## src/rtl/atc8_pkg.sv

```systemverilog
// Constants and types for the asynchronous 8-bit compare timer
package atc8_pkg;
	// ==============================
	// Count limits
	localparam logic [7:0] ATC8_BOTTOM = 8'h00;
	localparam logic [7:0] ATC8_MAX = 8'hff;
	// ==============================
	// Timing figures in processor cycles
	localparam int ATC8_FLAG_SYNC_CYC = 3;
	localparam int ATC8_HALT_CYC = 4;
	localparam logic [2:0] ATC8_HALT_LOAD = 3'h4;
	// ==============================
	// Compare output actions
	localparam logic [1:0] ATC8_ACT_NONE = 2'h0;
	localparam logic [1:0] ATC8_ACT_TOGGLE = 2'h1;
	localparam logic [1:0] ATC8_ACT_CLEAR = 2'h2;
	localparam logic [1:0] ATC8_ACT_SET = 2'h3;
	// ==============================
	// Waveform modes
	typedef enum logic [1:0] {
		ATC8_NORMAL,
		ATC8_CLEAR_ON_MATCH,
		ATC8_FAST_PWM,
		ATC8_PHASE_PWM
	} atc8_mode_t;
	// Timer control register contents
	typedef struct packed {
		atc8_mode_t mode;
		logic clk_en;
		logic [1:0] act_a;
		logic [1:0] act_b;
	} atc8_ctrl_t;
	localparam atc8_ctrl_t ATC8_CTRL_RST = '{mode: ATC8_NORMAL, clk_en: 1'b0, act_a: 2'h0, act_b: 2'h0};
endpackage

```

## src/rtl/atc8_compare.sv

```systemverilog
// One compare channel: buffered value, comparator and output pin
`timescale 1ns/1ps
module atc8_compare (
	// Clock and reset
	input wire logic clk_sys_i,
	input wire logic nrst_i,
	// Timer context
	input wire logic tick_i,
	input wire logic bottom_i,
	input wire logic upd_i,
	input wire logic down_i,
	input wire logic match_en_i,
	input wire logic [7:0] count_i,
	input wire atc8_pkg::atc8_mode_t mode_i,
	input wire logic [1:0] action_i,
	// Write and force
	input wire logic wr_i,
	input wire logic [7:0] wdata_i,
	input wire logic force_i,
	// Results
	output logic [7:0] active_o,
	output logic [7:0] view_o,
	output logic match_o,
	output logic pin_o
);
	import atc8_pkg::*;
	logic [7:0] buf_reg;
	logic [7:0] act_reg;
	logic pin_reg;
	logic pin_next;
	wire pwm = (mode_i == ATC8_FAST_PWM) || (mode_i == ATC8_PHASE_PWM);
	// CPU sees the buffer only while buffering is active
	assign view_o = pwm ? buf_reg : act_reg; // [RULE8]
	assign active_o = act_reg;
	assign match_o = match_en_i && (count_i == act_reg); // [RULE6]
	wire hit = tick_i && match_o;
	wire frc = force_i && !pwm; // [RULE9]
	// ==============================
	// Pin action
	always_comb begin
		pin_next = pin_reg;
		if (!pwm && (hit || frc)) begin
			unique case (action_i)
				ATC8_ACT_NONE: pin_next = pin_reg;
				ATC8_ACT_TOGGLE: pin_next = !pin_reg;
				ATC8_ACT_CLEAR: pin_next = 1'b0;
				ATC8_ACT_SET: pin_next = 1'b1;
			endcase
		end else if (pwm && action_i[1]) begin
			// Inverted output when the low action bit is set
			if (hit && (mode_i == ATC8_FAST_PWM || !down_i)) begin
				pin_next = action_i[0];
			end else if (hit && down_i) begin
				pin_next = !action_i[0];
			end else if (tick_i && bottom_i && mode_i == ATC8_FAST_PWM) begin
				pin_next = !action_i[0];
			end
		end
	end
	// ==============================
	// Buffer and active value on applied writes and updates; pin on the timer tick or a force
	always_ff @(posedge clk_sys_i) begin
		if (!nrst_i) begin
			buf_reg <= ATC8_BOTTOM;
			act_reg <= ATC8_BOTTOM;
			pin_reg <= 1'b0;
		end else begin
			if (wr_i) begin
				buf_reg <= wdata_i;
			end
			if (wr_i && !pwm) begin
				act_reg <= wdata_i; // [RULE7]
			end else if (pwm && upd_i) begin
				act_reg <= buf_reg; // [RULE7]
			end
			pin_reg <= pin_next; // [RULE20]
		end
	end
	assign pin_o = pin_reg;
	// ==============================
	// Checks
	AST_FORCE_NO_PWM: assert property (@(posedge clk_sys_i) disable iff (!nrst_i)
		(pwm && !hit && !(tick_i && bottom_i)) |=> $stable(pin_reg))
		else $error("pwm pin moved without event"); // [RULE9]
	AST_BUF_HOLD: assert property (@(posedge clk_sys_i) disable iff (!nrst_i)
		(pwm && !upd_i && $stable(mode_i)) |=> $stable(act_reg))
		else $error("active value changed between updates"); // [RULE7]
endmodule

```

## src/rtl/atc8_timer.sv

```systemverilog
// Asynchronous-capable 8-bit timer with two compare channels
`timescale 1ns/1ps
// Operation
// RULE1: Bottom is 0x00, maximum 0xFF; top is maximum or compare A by mode.
// RULE2: Count and both compare registers are eight bits wide.
// RULE3: Each interrupt request is a flag, gated by its own mask bit.
// RULE4: Counter counts up or down by mode, holds when no clock selected.
// RULE5: Timer clock is the I/O clock unless asynchronous select picks the crystal.
// RULE6: Compare registers match continuously; equality sets flag and drives waveform.
// RULE7: PWM modes double buffer compares, updated at top or bottom only.
// RULE8: CPU reaches the buffer when buffering, otherwise the active compare.
// RULE9: Force strobe acts like a match on the pin, no flag, no clear.
// RULE10: Count write suppresses compare matches in the next timer cycle.
// RULE11: Software avoids writing count equal to needed compare, or bottom counting down.
// RULE12: Asynchronous compare disabled while count or compare write pends; busy then clears.
// RULE13: Software writes a register and waits for busy clear before sleeping.
// RULE14: Oscillator runs except power-down and standby; contents lost after those.
// RULE15: Software waits one second after power-up or deep wake before use.
// RULE16: Wake starts on next timer clock, then processor halts four cycles.
// RULE17: Count read from synchronized copy refreshed on crystal rising edges.
// RULE18: Software waits for busy clear before reading count after wake.
// RULE19: Asynchronous flags reach processor after three cycles plus one timer cycle.
// RULE20: Compare pins change on the timer clock, unsynchronized to the processor.
// RULE21: Re-entering sleep within the wake oscillator cycle wakes again at once.
// RULE22: Asynchronous writes set the register busy bit until transferred.
module atc8_timer (
	// Clock and reset
	input wire logic clk_sys_i,
	input wire logic nrst_i,
	// CPU writes
	input wire logic wr_count_i,
	input wire logic wr_cmp_a_i,
	input wire logic wr_cmp_b_i,
	input wire logic wr_ctrl_i,
	input wire logic [7:0] wdata_i,
	input wire atc8_pkg::atc8_ctrl_t ctrl_i,
	input wire logic [1:0] force_compare_strobe_i,
	// Clock select, mask and flag clear
	input wire logic async_clock_select_i,
	input wire logic [1:0] timer_mask_register_i,
	input wire logic [1:0] flag_clr_i,
	// Sleep state
	input wire logic power_save_i,
	input wire logic deep_sleep_i,
	// Crystal pins and oscillator run status
	input wire logic crystal_in_pin_i,
	output logic crystal_out_pin_o,
	output logic osc_run_o,
	// Read back
	output logic [7:0] timer_count_o,
	output logic [7:0] compare_value_a_o,
	output logic [7:0] compare_value_b_o,
	output logic [1:0] timer_flag_register_o,
	output logic [3:0] async_status_register_o,
	output logic contents_lost_o,
	// Interrupts, wake and pins
	output logic [1:0] irq_o,
	output logic wake_o,
	output logic halt_o,
	output logic compare_output_pin_a_o,
	output logic compare_output_pin_b_o
);
	import atc8_pkg::*;
	// ==============================
	// Declarations
	logic [2:0] xin_sync_reg;
	logic async_reg;
	logic [7:0] count_reg;
	logic [7:0] count_next;
	logic down_reg;
	logic down_next;
	logic [7:0] rd_reg;
	logic tick_d_reg;
	atc8_ctrl_t ctrl_reg;
	atc8_ctrl_t ctrl_pend_reg;
	logic [7:0] cnt_pend_reg;
	logic [7:0] cmpa_pend_reg;
	logic [7:0] cmpb_pend_reg;
	logic busy_cnt_reg;
	logic busy_cmpa_reg;
	logic busy_cmpb_reg;
	logic busy_ctrl_reg;
	logic block_reg;
	logic [1:0] ev_pipe_reg [ATC8_FLAG_SYNC_CYC];
	logic [1:0] flag_reg;
	logic [1:0] lvl_reg;
	logic wake_arm_reg;
	logic wake_reg;
	logic [2:0] halt_reg;
	logic deep_d_reg;
	logic lost_reg;
	logic [7:0] act_a;
	// Active compare values, not the CPU view
	logic [7:0] active [2];
	logic [1:0] match;
	logic [1:0] pin;
	logic [7:0] view [2];
	// ==============================
	// Crystal input through two flops, third for edge detection
	always_ff @(posedge clk_sys_i) begin
		if (!nrst_i) begin
			xin_sync_reg <= 3'h0;
			async_reg <= 1'b0;
		end else begin
			xin_sync_reg <= {xin_sync_reg[1:0], crystal_in_pin_i};
			async_reg <= async_clock_select_i;
		end
	end
	wire xtal_rise = xin_sync_reg[1] && !xin_sync_reg[2];
	// Oscillator runs only while selected, and stops in the two deep sleep modes
	assign osc_run_o = async_reg && !deep_sleep_i; // [RULE14]
	assign crystal_out_pin_o = osc_run_o && !xin_sync_reg[1];
	// ==============================
	// Timer clock: every cycle when synchronous, crystal edge otherwise
	wire tick_any = async_reg ? (xtal_rise && osc_run_o) : 1'b1; // [RULE5]
	wire tick = tick_any && ctrl_reg.clk_en; // [RULE4]
	// ==============================
	// Write staging; asynchronous writes wait for the crystal edge
	wire ap_cnt = async_reg ? (busy_cnt_reg && tick_any) : wr_count_i;
	wire ap_cmpa = async_reg ? (busy_cmpa_reg && tick_any) : wr_cmp_a_i;
	wire ap_cmpb = async_reg ? (busy_cmpb_reg && tick_any) : wr_cmp_b_i;
	wire ap_ctrl = async_reg ? (busy_ctrl_reg && tick_any) : wr_ctrl_i;
	wire [7:0] cnt_val = async_reg ? cnt_pend_reg : wdata_i;
	wire [7:0] cmpa_val = async_reg ? cmpa_pend_reg : wdata_i;
	wire [7:0] cmpb_val = async_reg ? cmpb_pend_reg : wdata_i;
	// A new write in the apply cycle keeps the busy bit for one more edge
	always_ff @(posedge clk_sys_i) begin
		if (!nrst_i) begin
			busy_cnt_reg <= 1'b0;
			busy_cmpa_reg <= 1'b0;
			busy_cmpb_reg <= 1'b0;
			busy_ctrl_reg <= 1'b0;
		end else begin
			busy_cnt_reg <= (async_reg && wr_count_i) || (busy_cnt_reg && !tick_any); // [RULE22]
			busy_cmpa_reg <= (async_reg && wr_cmp_a_i) || (busy_cmpa_reg && !tick_any); // [RULE22]
			busy_cmpb_reg <= (async_reg && wr_cmp_b_i) || (busy_cmpb_reg && !tick_any); // [RULE22]
			busy_ctrl_reg <= (async_reg && wr_ctrl_i) || (busy_ctrl_reg && !tick_any); // [RULE22]
		end
	end
	// Pending values held until transfer
	always_ff @(posedge clk_sys_i) begin
		if (!nrst_i) begin
			cnt_pend_reg <= ATC8_BOTTOM;
			cmpa_pend_reg <= ATC8_BOTTOM;
			cmpb_pend_reg <= ATC8_BOTTOM;
			ctrl_pend_reg <= ATC8_CTRL_RST;
		end else begin
			cnt_pend_reg <= wr_count_i ? wdata_i : cnt_pend_reg;
			cmpa_pend_reg <= wr_cmp_a_i ? wdata_i : cmpa_pend_reg;
			cmpb_pend_reg <= wr_cmp_b_i ? wdata_i : cmpb_pend_reg;
			ctrl_pend_reg <= wr_ctrl_i ? ctrl_i : ctrl_pend_reg;
		end
	end
	// Busy bits in order count, compare A, compare B, control
	assign async_status_register_o = {busy_cnt_reg, busy_cmpa_reg, busy_cmpb_reg, busy_ctrl_reg};
	// ==============================
	// Counter context
	wire at_max = (count_reg == ATC8_MAX);
	wire at_bottom = (count_reg == ATC8_BOTTOM);
	wire pwm = (ctrl_reg.mode == ATC8_FAST_PWM) || (ctrl_reg.mode == ATC8_PHASE_PWM);
	wire ctc_top = (ctrl_reg.mode == ATC8_CLEAR_ON_MATCH) && (count_reg == act_a); // [RULE1]
	// Fast PWM reloads at bottom (after max), phase PWM at top
	wire upd_pt = tick && ((ctrl_reg.mode == ATC8_FAST_PWM) ? at_max : (at_max && !down_reg)); // [RULE7]
	// Compare is off while an asynchronous value write is pending
	wire cmp_busy = async_reg && (busy_cnt_reg || busy_cmpa_reg || busy_cmpb_reg); // [RULE12]
	wire match_en = !cmp_busy && !block_reg;
	// ==============================
	// Next count by mode
	always_comb begin
		count_next = count_reg;
		down_next = down_reg;
		if (ap_cnt) begin
			count_next = cnt_val;
		end else if (tick) begin
			unique case (ctrl_reg.mode)
				ATC8_NORMAL: count_next = count_reg + 8'h01; // [RULE1]
				ATC8_CLEAR_ON_MATCH: count_next = ctc_top ? ATC8_BOTTOM : count_reg + 8'h01; // [RULE1]
				ATC8_FAST_PWM: count_next = at_max ? ATC8_BOTTOM : count_reg + 8'h01;
				ATC8_PHASE_PWM: begin
					// Up to max, then down to bottom
					if ((down_reg && at_bottom) || (!down_reg && !at_max)) begin
						down_next = 1'b0;
						count_next = count_reg + 8'h01; // [RULE4]
					end else begin
						down_next = 1'b1;
						count_next = count_reg - 8'h01; // [RULE4]
					end
				end
			endcase
		end
		if (ctrl_reg.mode != ATC8_PHASE_PWM) begin
			down_next = 1'b0;
		end
	end
	// Counter, control and match blocking
	always_ff @(posedge clk_sys_i) begin
		if (!nrst_i) begin
			count_reg <= ATC8_BOTTOM;
			down_reg <= 1'b0;
			ctrl_reg <= ATC8_CTRL_RST;
			block_reg <= 1'b0;
		end else begin
			count_reg <= count_next; // [RULE2]
			down_reg <= down_next;
			ctrl_reg <= ap_ctrl ? (async_reg ? ctrl_pend_reg : ctrl_i) : ctrl_reg;
			block_reg <= ap_cnt || (block_reg && !tick_any); // [RULE10]
		end
	end
	// ==============================
	// Two compare channels
	for (genvar ch = 0; ch < 2; ch++) begin : g_cmp
		atc8_compare u_cmp (
			.clk_sys_i(clk_sys_i),
			.nrst_i(nrst_i),
			.tick_i(tick),
			.bottom_i(at_max),
			.upd_i(upd_pt),
			.down_i(down_reg),
			.match_en_i(match_en),
			.count_i(count_reg),
			.mode_i(ctrl_reg.mode),
			.action_i(ch == 0 ? ctrl_reg.act_a : ctrl_reg.act_b),
			.wr_i(ch == 0 ? ap_cmpa : ap_cmpb),
			.wdata_i(ch == 0 ? cmpa_val : cmpb_val),
			.force_i(force_compare_strobe_i[ch]),
			.active_o(active[ch]),
			.view_o(view[ch]),
			.match_o(match[ch]),
			.pin_o(pin[ch])
		);
	end
	// Top in clear-on-match is the active value; in PWM the view is only the buffer
	assign act_a = active[0]; // [RULE1]
	assign compare_value_a_o = view[0]; // [RULE8]
	assign compare_value_b_o = view[1];
	assign compare_output_pin_a_o = pin[0]; // [RULE20]
	assign compare_output_pin_b_o = pin[1]; // [RULE20]
	// ==============================
	// Match events, delayed three cycles when asynchronous
	wire [1:0] ev = match & {2{tick}}; // [RULE6]
	always_ff @(posedge clk_sys_i) begin
		if (!nrst_i) begin
			for (int i = 0; i < ATC8_FLAG_SYNC_CYC; i++) begin
				ev_pipe_reg[i] <= 2'h0;
			end
		end else begin
			ev_pipe_reg[0] <= ev;
			for (int i = 1; i < ATC8_FLAG_SYNC_CYC; i++) begin
				ev_pipe_reg[i] <= ev_pipe_reg[i-1];
			end
		end
	end
	wire [1:0] ev_cpu = async_reg ? ev_pipe_reg[ATC8_FLAG_SYNC_CYC-1] : ev; // [RULE19]
	// Flags: a set in the clear cycle wins
	always_ff @(posedge clk_sys_i) begin
		if (!nrst_i) begin
			flag_reg <= 2'h0;
		end else begin
			flag_reg <= ev_cpu | (flag_reg & ~flag_clr_i); // [RULE3]
		end
	end
	assign timer_flag_register_o = flag_reg;
	assign irq_o = flag_reg & timer_mask_register_i; // [RULE3]
	// ==============================
	// Read copy refreshed after each timer edge when asynchronous
	always_ff @(posedge clk_sys_i) begin
		if (!nrst_i) begin
			tick_d_reg <= 1'b0;
			rd_reg <= ATC8_BOTTOM;
		end else begin
			tick_d_reg <= tick_any;
			if (!async_reg || tick_d_reg) begin
				rd_reg <= count_reg; // [RULE17]
			end
		end
	end
	assign timer_count_o = async_reg ? rd_reg : count_reg;
	// ==============================
	// Wake: match level lasts the whole oscillator cycle, so re-sleeping
	// inside it raises the request again
	wire wake_req = power_save_i && |(lvl_reg & timer_mask_register_i); // [RULE21]
	always_ff @(posedge clk_sys_i) begin
		if (!nrst_i) begin
			lvl_reg <= 2'h0;
			wake_arm_reg <= 1'b0;
			wake_reg <= 1'b0;
			halt_reg <= 3'h0;
		end else begin
			lvl_reg <= tick_any ? ev : lvl_reg;
			wake_arm_reg <= wake_req || (wake_arm_reg && !tick_any);
			wake_reg <= wake_arm_reg && tick_any; // [RULE16]
			if (wake_reg) begin
				halt_reg <= ATC8_HALT_LOAD; // [RULE16]
			end else if (halt_reg != 3'h0) begin
				halt_reg <= halt_reg - 3'h1;
			end
		end
	end
	// Halt counter reloads if a second wake lands inside the four cycles
	assign wake_o = wake_reg;
	assign halt_o = (halt_reg != 3'h0);
	// ==============================
	// Contents marked lost after a deep sleep, until the count is rewritten
	always_ff @(posedge clk_sys_i) begin
		if (!nrst_i) begin
			deep_d_reg <= 1'b0;
			lost_reg <= 1'b0;
		end else begin
			deep_d_reg <= deep_sleep_i;
			lost_reg <= (deep_d_reg && !deep_sleep_i) || (lost_reg && !wr_count_i); // [RULE14]
		end
	end
	assign contents_lost_o = lost_reg;
	// ==============================
	// Checks
	AST_STOP_HOLDS: assert property (@(posedge clk_sys_i) disable iff (!nrst_i)
		(!ctrl_reg.clk_en && !ap_cnt) |=> $stable(count_reg))
		else $error("counter moved with no clock"); // [RULE4]
	AST_NORMAL_WRAP: assert property (@(posedge clk_sys_i) disable iff (!nrst_i)
		(tick && at_max && ctrl_reg.mode == ATC8_NORMAL && !ap_cnt && !ap_ctrl) |=> count_reg == ATC8_BOTTOM)
		else $error("normal mode did not wrap"); // [RULE1]
	AST_CTC_CLEAR: assert property (@(posedge clk_sys_i) disable iff (!nrst_i)
		(tick && ctc_top && !ap_cnt && !ap_ctrl) |=> count_reg == ATC8_BOTTOM)
		else $error("clear on match failed"); // [RULE1]
	AST_BLOCK: assert property (@(posedge clk_sys_i) disable iff (!nrst_i)
		ap_cnt |=> (ev == 2'h0) until_with tick_any)
		else $error("match after count write"); // [RULE10]
	AST_BUSY_CMP: assert property (@(posedge clk_sys_i) disable iff (!nrst_i)
		(async_reg && busy_cmpa_reg) |-> ev == 2'h0)
		else $error("compare active while busy"); // [RULE12]
	AST_BUSY_SET: assert property (@(posedge clk_sys_i) disable iff (!nrst_i)
		(async_reg && wr_count_i) |=> busy_cnt_reg)
		else $error("busy not set on write"); // [RULE22]
	// Three pipeline stages, then the flag register itself
	AST_FLAG_DELAY: assert property (@(posedge clk_sys_i) disable iff (!nrst_i)
		(async_reg && ev[0] && $stable(async_reg)) |-> ##4 flag_reg[0])
		else $error("flag delay not three cycles"); // [RULE19]
	AST_IRQ_MASK: assert property (@(posedge clk_sys_i) disable iff (!nrst_i)
		irq_o[1] |-> (flag_reg[1] && timer_mask_register_i[1]))
		else $error("irq without flag and mask"); // [RULE3]
	AST_HALT_FOUR: assert property (@(posedge clk_sys_i) disable iff (!nrst_i)
		wake_reg |=> halt_o [*4] ##1 (!halt_o || wake_reg))
		else $error("halt not four cycles"); // [RULE16]
	AST_READ_COPY: assert property (@(posedge clk_sys_i) disable iff (!nrst_i)
		(async_reg && $past(async_reg) && !tick_d_reg) |=> $stable(rd_reg))
		else $error("read copy changed off edge"); // [RULE17]
endmodule

```

## config.mk

```make
export PLATFORM = sky130hd
export DESIGN_NAME = atc8_timer
export DESIGN_NICKNAME = d
export VERILOG_FILES = /design/src/rtl/atc8_pkg.sv /design/src/rtl/atc8_compare.sv /design/src/rtl/atc8_timer.sv
export SDC_FILE = /design/constraint.sdc
export NUM_CORES = 1
export LEC_CHECK = 0
export ABC_AREA = 1
export BUFFER_PORTS_ARGS = -buffer_cell sky130_fd_sc_hd__buf_4
export CELL_PAD_IN_SITES_DETAIL_PLACEMENT = 1
export CELL_PAD_IN_SITES_GLOBAL_PLACEMENT = 1
export CORE_AREA = 2 2 117 119
export DETAILED_ROUTE_END_ITERATION = 6
export DIE_AREA = 0 0 119 121
export PLACE_DENSITY = 0.9
export SYNTH_ARGS = -nofsm -noshare
export SYNTH_HDL_FRONTEND = slang
export SYNTH_SLANG_ARGS = --single-unit
```

## constraint.sdc

```tcl
create_clock -name clk_sys_i -period 3.8 [get_ports clk_sys_i]
set_clock_uncertainty 0.2 [all_clocks]
set_input_delay 0.38 -clock clk_sys_i [delete_from_list [all_inputs] [get_ports clk_sys_i]]
set_output_delay 0.38 -clock clk_sys_i [all_outputs]
set_load 0.01 [all_outputs]
```

==> run summary <==
status: finished, violations left
violated checks: negative hold slack
CTS resizes: 0
First-pass DRT Iterations: 5
slew at the pin closest to its max-slew limit: 896 ps
top-count cell post-synth: nand2_1
Warnings, synthesis: 0
post-layout util: 0.537
vias in the first global route: 6099
post-CTS setup buffers: 0
CP max stage cell: dfxtp_1
Leak: 0.00312 uW
r2r worst-path depth: 13
RSZ-0062 raised after global routing: no
via density per instance: 5.54
die height: 121 um
max-cap viol count: 0
Final Hold Fails: 1
endpoints failing setup: 0
hold path depth: 3
post-layout min period: 2540 ps
grt ovf: 0
#FFs+latches synth: 116
DR iter-0 viols: 433
ys async rst share: 0
Starting Density: 0.444
setup TNS: 0 ps
Hold Crit Start: ctrl_i[3]
Area growth syn-to-layout: 21.1%
TritonCTS clock tree: built
Gate Count Post-Synth: 846
global-route wire length before repair: 32.2 mm
EDFF count, synth: 0
PwrDens: 522 nW/um2
top-area cell type share of the netlist area: 0.400
CP required: 3960 ps
Clock Path Buffers: 2
CP top delay family: simple AND/OR/NAND/NOR gates
Antenna diodes: 0
Core Rows: 42
Setup CP Type: flip-flop to flip-flop
cells along the critical path: clkinv_1 -> ha_1 -> nand2_1 -> inv_1 -> nand2_1 -> nor2_1 -> inv_1 -> nand2_1 -> nor2_1 -> a21oi_1 -> nand2_1 -> nand2_1 -> a21oi_1
CP arrival: 2710 ps
synth cell count leaders: 206 x nand2_1, 116 x dfxtp_1, 112 x o21ai_0, 98 x a21oi_1, 82 x inv_1
via count: 6026
drt wl/cell: 18.1 um
worst-path maximum fanout: 11
Routed Antenna Nets: 0
final wirelength: 19.7 mm
synthesized area per cell: 6.86 um2
Critical Path Max Stage Delay: 460 ps
Post-DP HPWL: 12.5 mm
pin count of the biggest net entering global routing: 87
most used cell, CP: nand2_1
core area: 13100 um2
initial antenna violation count: 0
routability cong.: 0.903
Crit Reg-Reg Startpoint: count_reg[0]
clock slew at reported path FFs: 60 ps
Critical Path Start Type: flip-flop
Hold Crit Class: primary input to flip-flop
most common flop cell mapped by yosys: dfxtp_1
fillers: 1669
Synth cell types: 39
layout cells sized above 1: 0.147
Worst Setup SP: count_reg[0]
IO Pins: 70
Final period util: 0.670
Slew HR: 0.399
CTS buffer count: 17
Worst setup EP type: flip-flop
cell count after placement: 1049
# DRC: 0
VDD IR max: 0.331 mV
hold-fix buffers at CTS: 7
critical path depth in cells: 13
area of the die: 14400 um2
CTS sink count: 116
Skew-Pair Late Insertion Delay: 430 ps
Port Buf Inserts: 69
Root Buffer: clkbuf_16
synth top area cells: dfxtp_1 40%, nand2_1 13%, o21ai_0 9.7%, a21oi_1 8.4%, inv_1 5.3%
Netlist Area Pre-Place: 5810 um2
worst path bufs/invs: 3
H-tree levels: 4
Seq/Total Area, Yosys: 0.400
Post-Syn Nets: 883
Layout Nets: 936
Yosys top cell by area: dfxtp_1
Min Hold Slack: -5.51 ps
Die X: 119 um
Slew Limit Fails: 0
fmax: 0.393 GHz
gr usage total: 0.286
Non-Filler Instances: 1088
## metal layers
metal,wire (um),share of wire,track usage,vias to the layer above
li1,-,-,-,2888
met1,8810,0.45,0.369,2935
met2,9530,0.48,0.478,169
met3,947,0.048,0.0559,34
met4,382,0.019,0.102,0
met5,0,0,0,-
## final cells by class
class                           instances  area [um2]  share of cell area
Inverter                               93         352              0.0500
Tap cell                              176         220              0.0313
Clock inverter                         11         149              0.0212
Multi-Input combinational cell        591        2900               0.412
Clock buffer                           21         470              0.0669
Timing Repair Buffer                   80         618              0.0879
Sequential cell                       116        2320               0.330
## worst paths after layout
path	endpoint	slack, ps
max	count_reg[6]	1260
min	ctrl_pend_reg[3]	-6
min reg2reg	xin_sync_reg[1]	220
max reg2reg	count_reg[6]	1260
## logic make-up (layout without fill, tap and decap cells)
| kind of cell | count (synthesis) | in the layout | synth area share |
|---|---|---|---|
| fa+ha+maj | 6 | 6 | 0.0129 |
| xor+xnor | 11 | 11 | 0.0166 |
| simple gates | 324 | 324 | 0.236 |
| buf+inv | 139 | 205 | 0.101 |
| flops | 116 | 116 | 0.400 |
| compound gates | 250 | 250 | 0.234 |
## metrics by stage
stage / total power, uW / hold slack, ps / setup WS (ps) / area (um2)
after floorplan: 1760 / 190 / 1840 / 5810
after global placement: 1940 / 192 / 1370 / 6340
after detailed placement: 1960 / 207 / 1350 / 6340
after CTS: 3670 / 4.13 / 1340 / 7030
after global routing: 3830 / 11.5 / 1030 / 7030
final: 3670 / -5.51 / 1260 / 7030
## worst register-to-register path, delay by kind of cell, from the launching register on
| family | cells | cell delay (ps) |
|---|---|---|
| and+or+nand+nor | 7 | 780 |
| buffers and inverters | 3 | 470 |
| DFF | 1 | 460 |
| adders and majority gates | 1 | 340 |
| AOI/OAI and AO/OA | 2 | 240 |
## where the power goes
part / internal (uW) / leakage, uW / switching [uW]
sequential: 1300 / 0.000957 / 79.2
clock: 1080 / 0.000296 / 613
combinational: 211 / 0.00186 / 378
## cell usage in the layout, fill, tap and decap left out, drive strengths merged
cell type    synthesis  routed
ha                   6       6
a41oi                6       6
o211ai               1       1
clkbuf              24      21
nor2                67      67
dfxtp              116     116
o22ai                6       6
a31oi               16      16
a22o                 1       1
nor3                 5       5
a211oi               3       3
dlygate4sd3          0       7
bufinv               0       3
nand4                8       8
nand2              216     216
a21oi               98      98
clkinv               4       7
xor2                 6       6
buf                 22      73
nand3               26      26
or2                  2       2
o21ai              117     117
a22oi                1       1
xnor2                5       5
clkinvlp             0       3
o21a                 1       1
inv                 89      91
No activity file was read; power rests on OpenSTA's default activity.
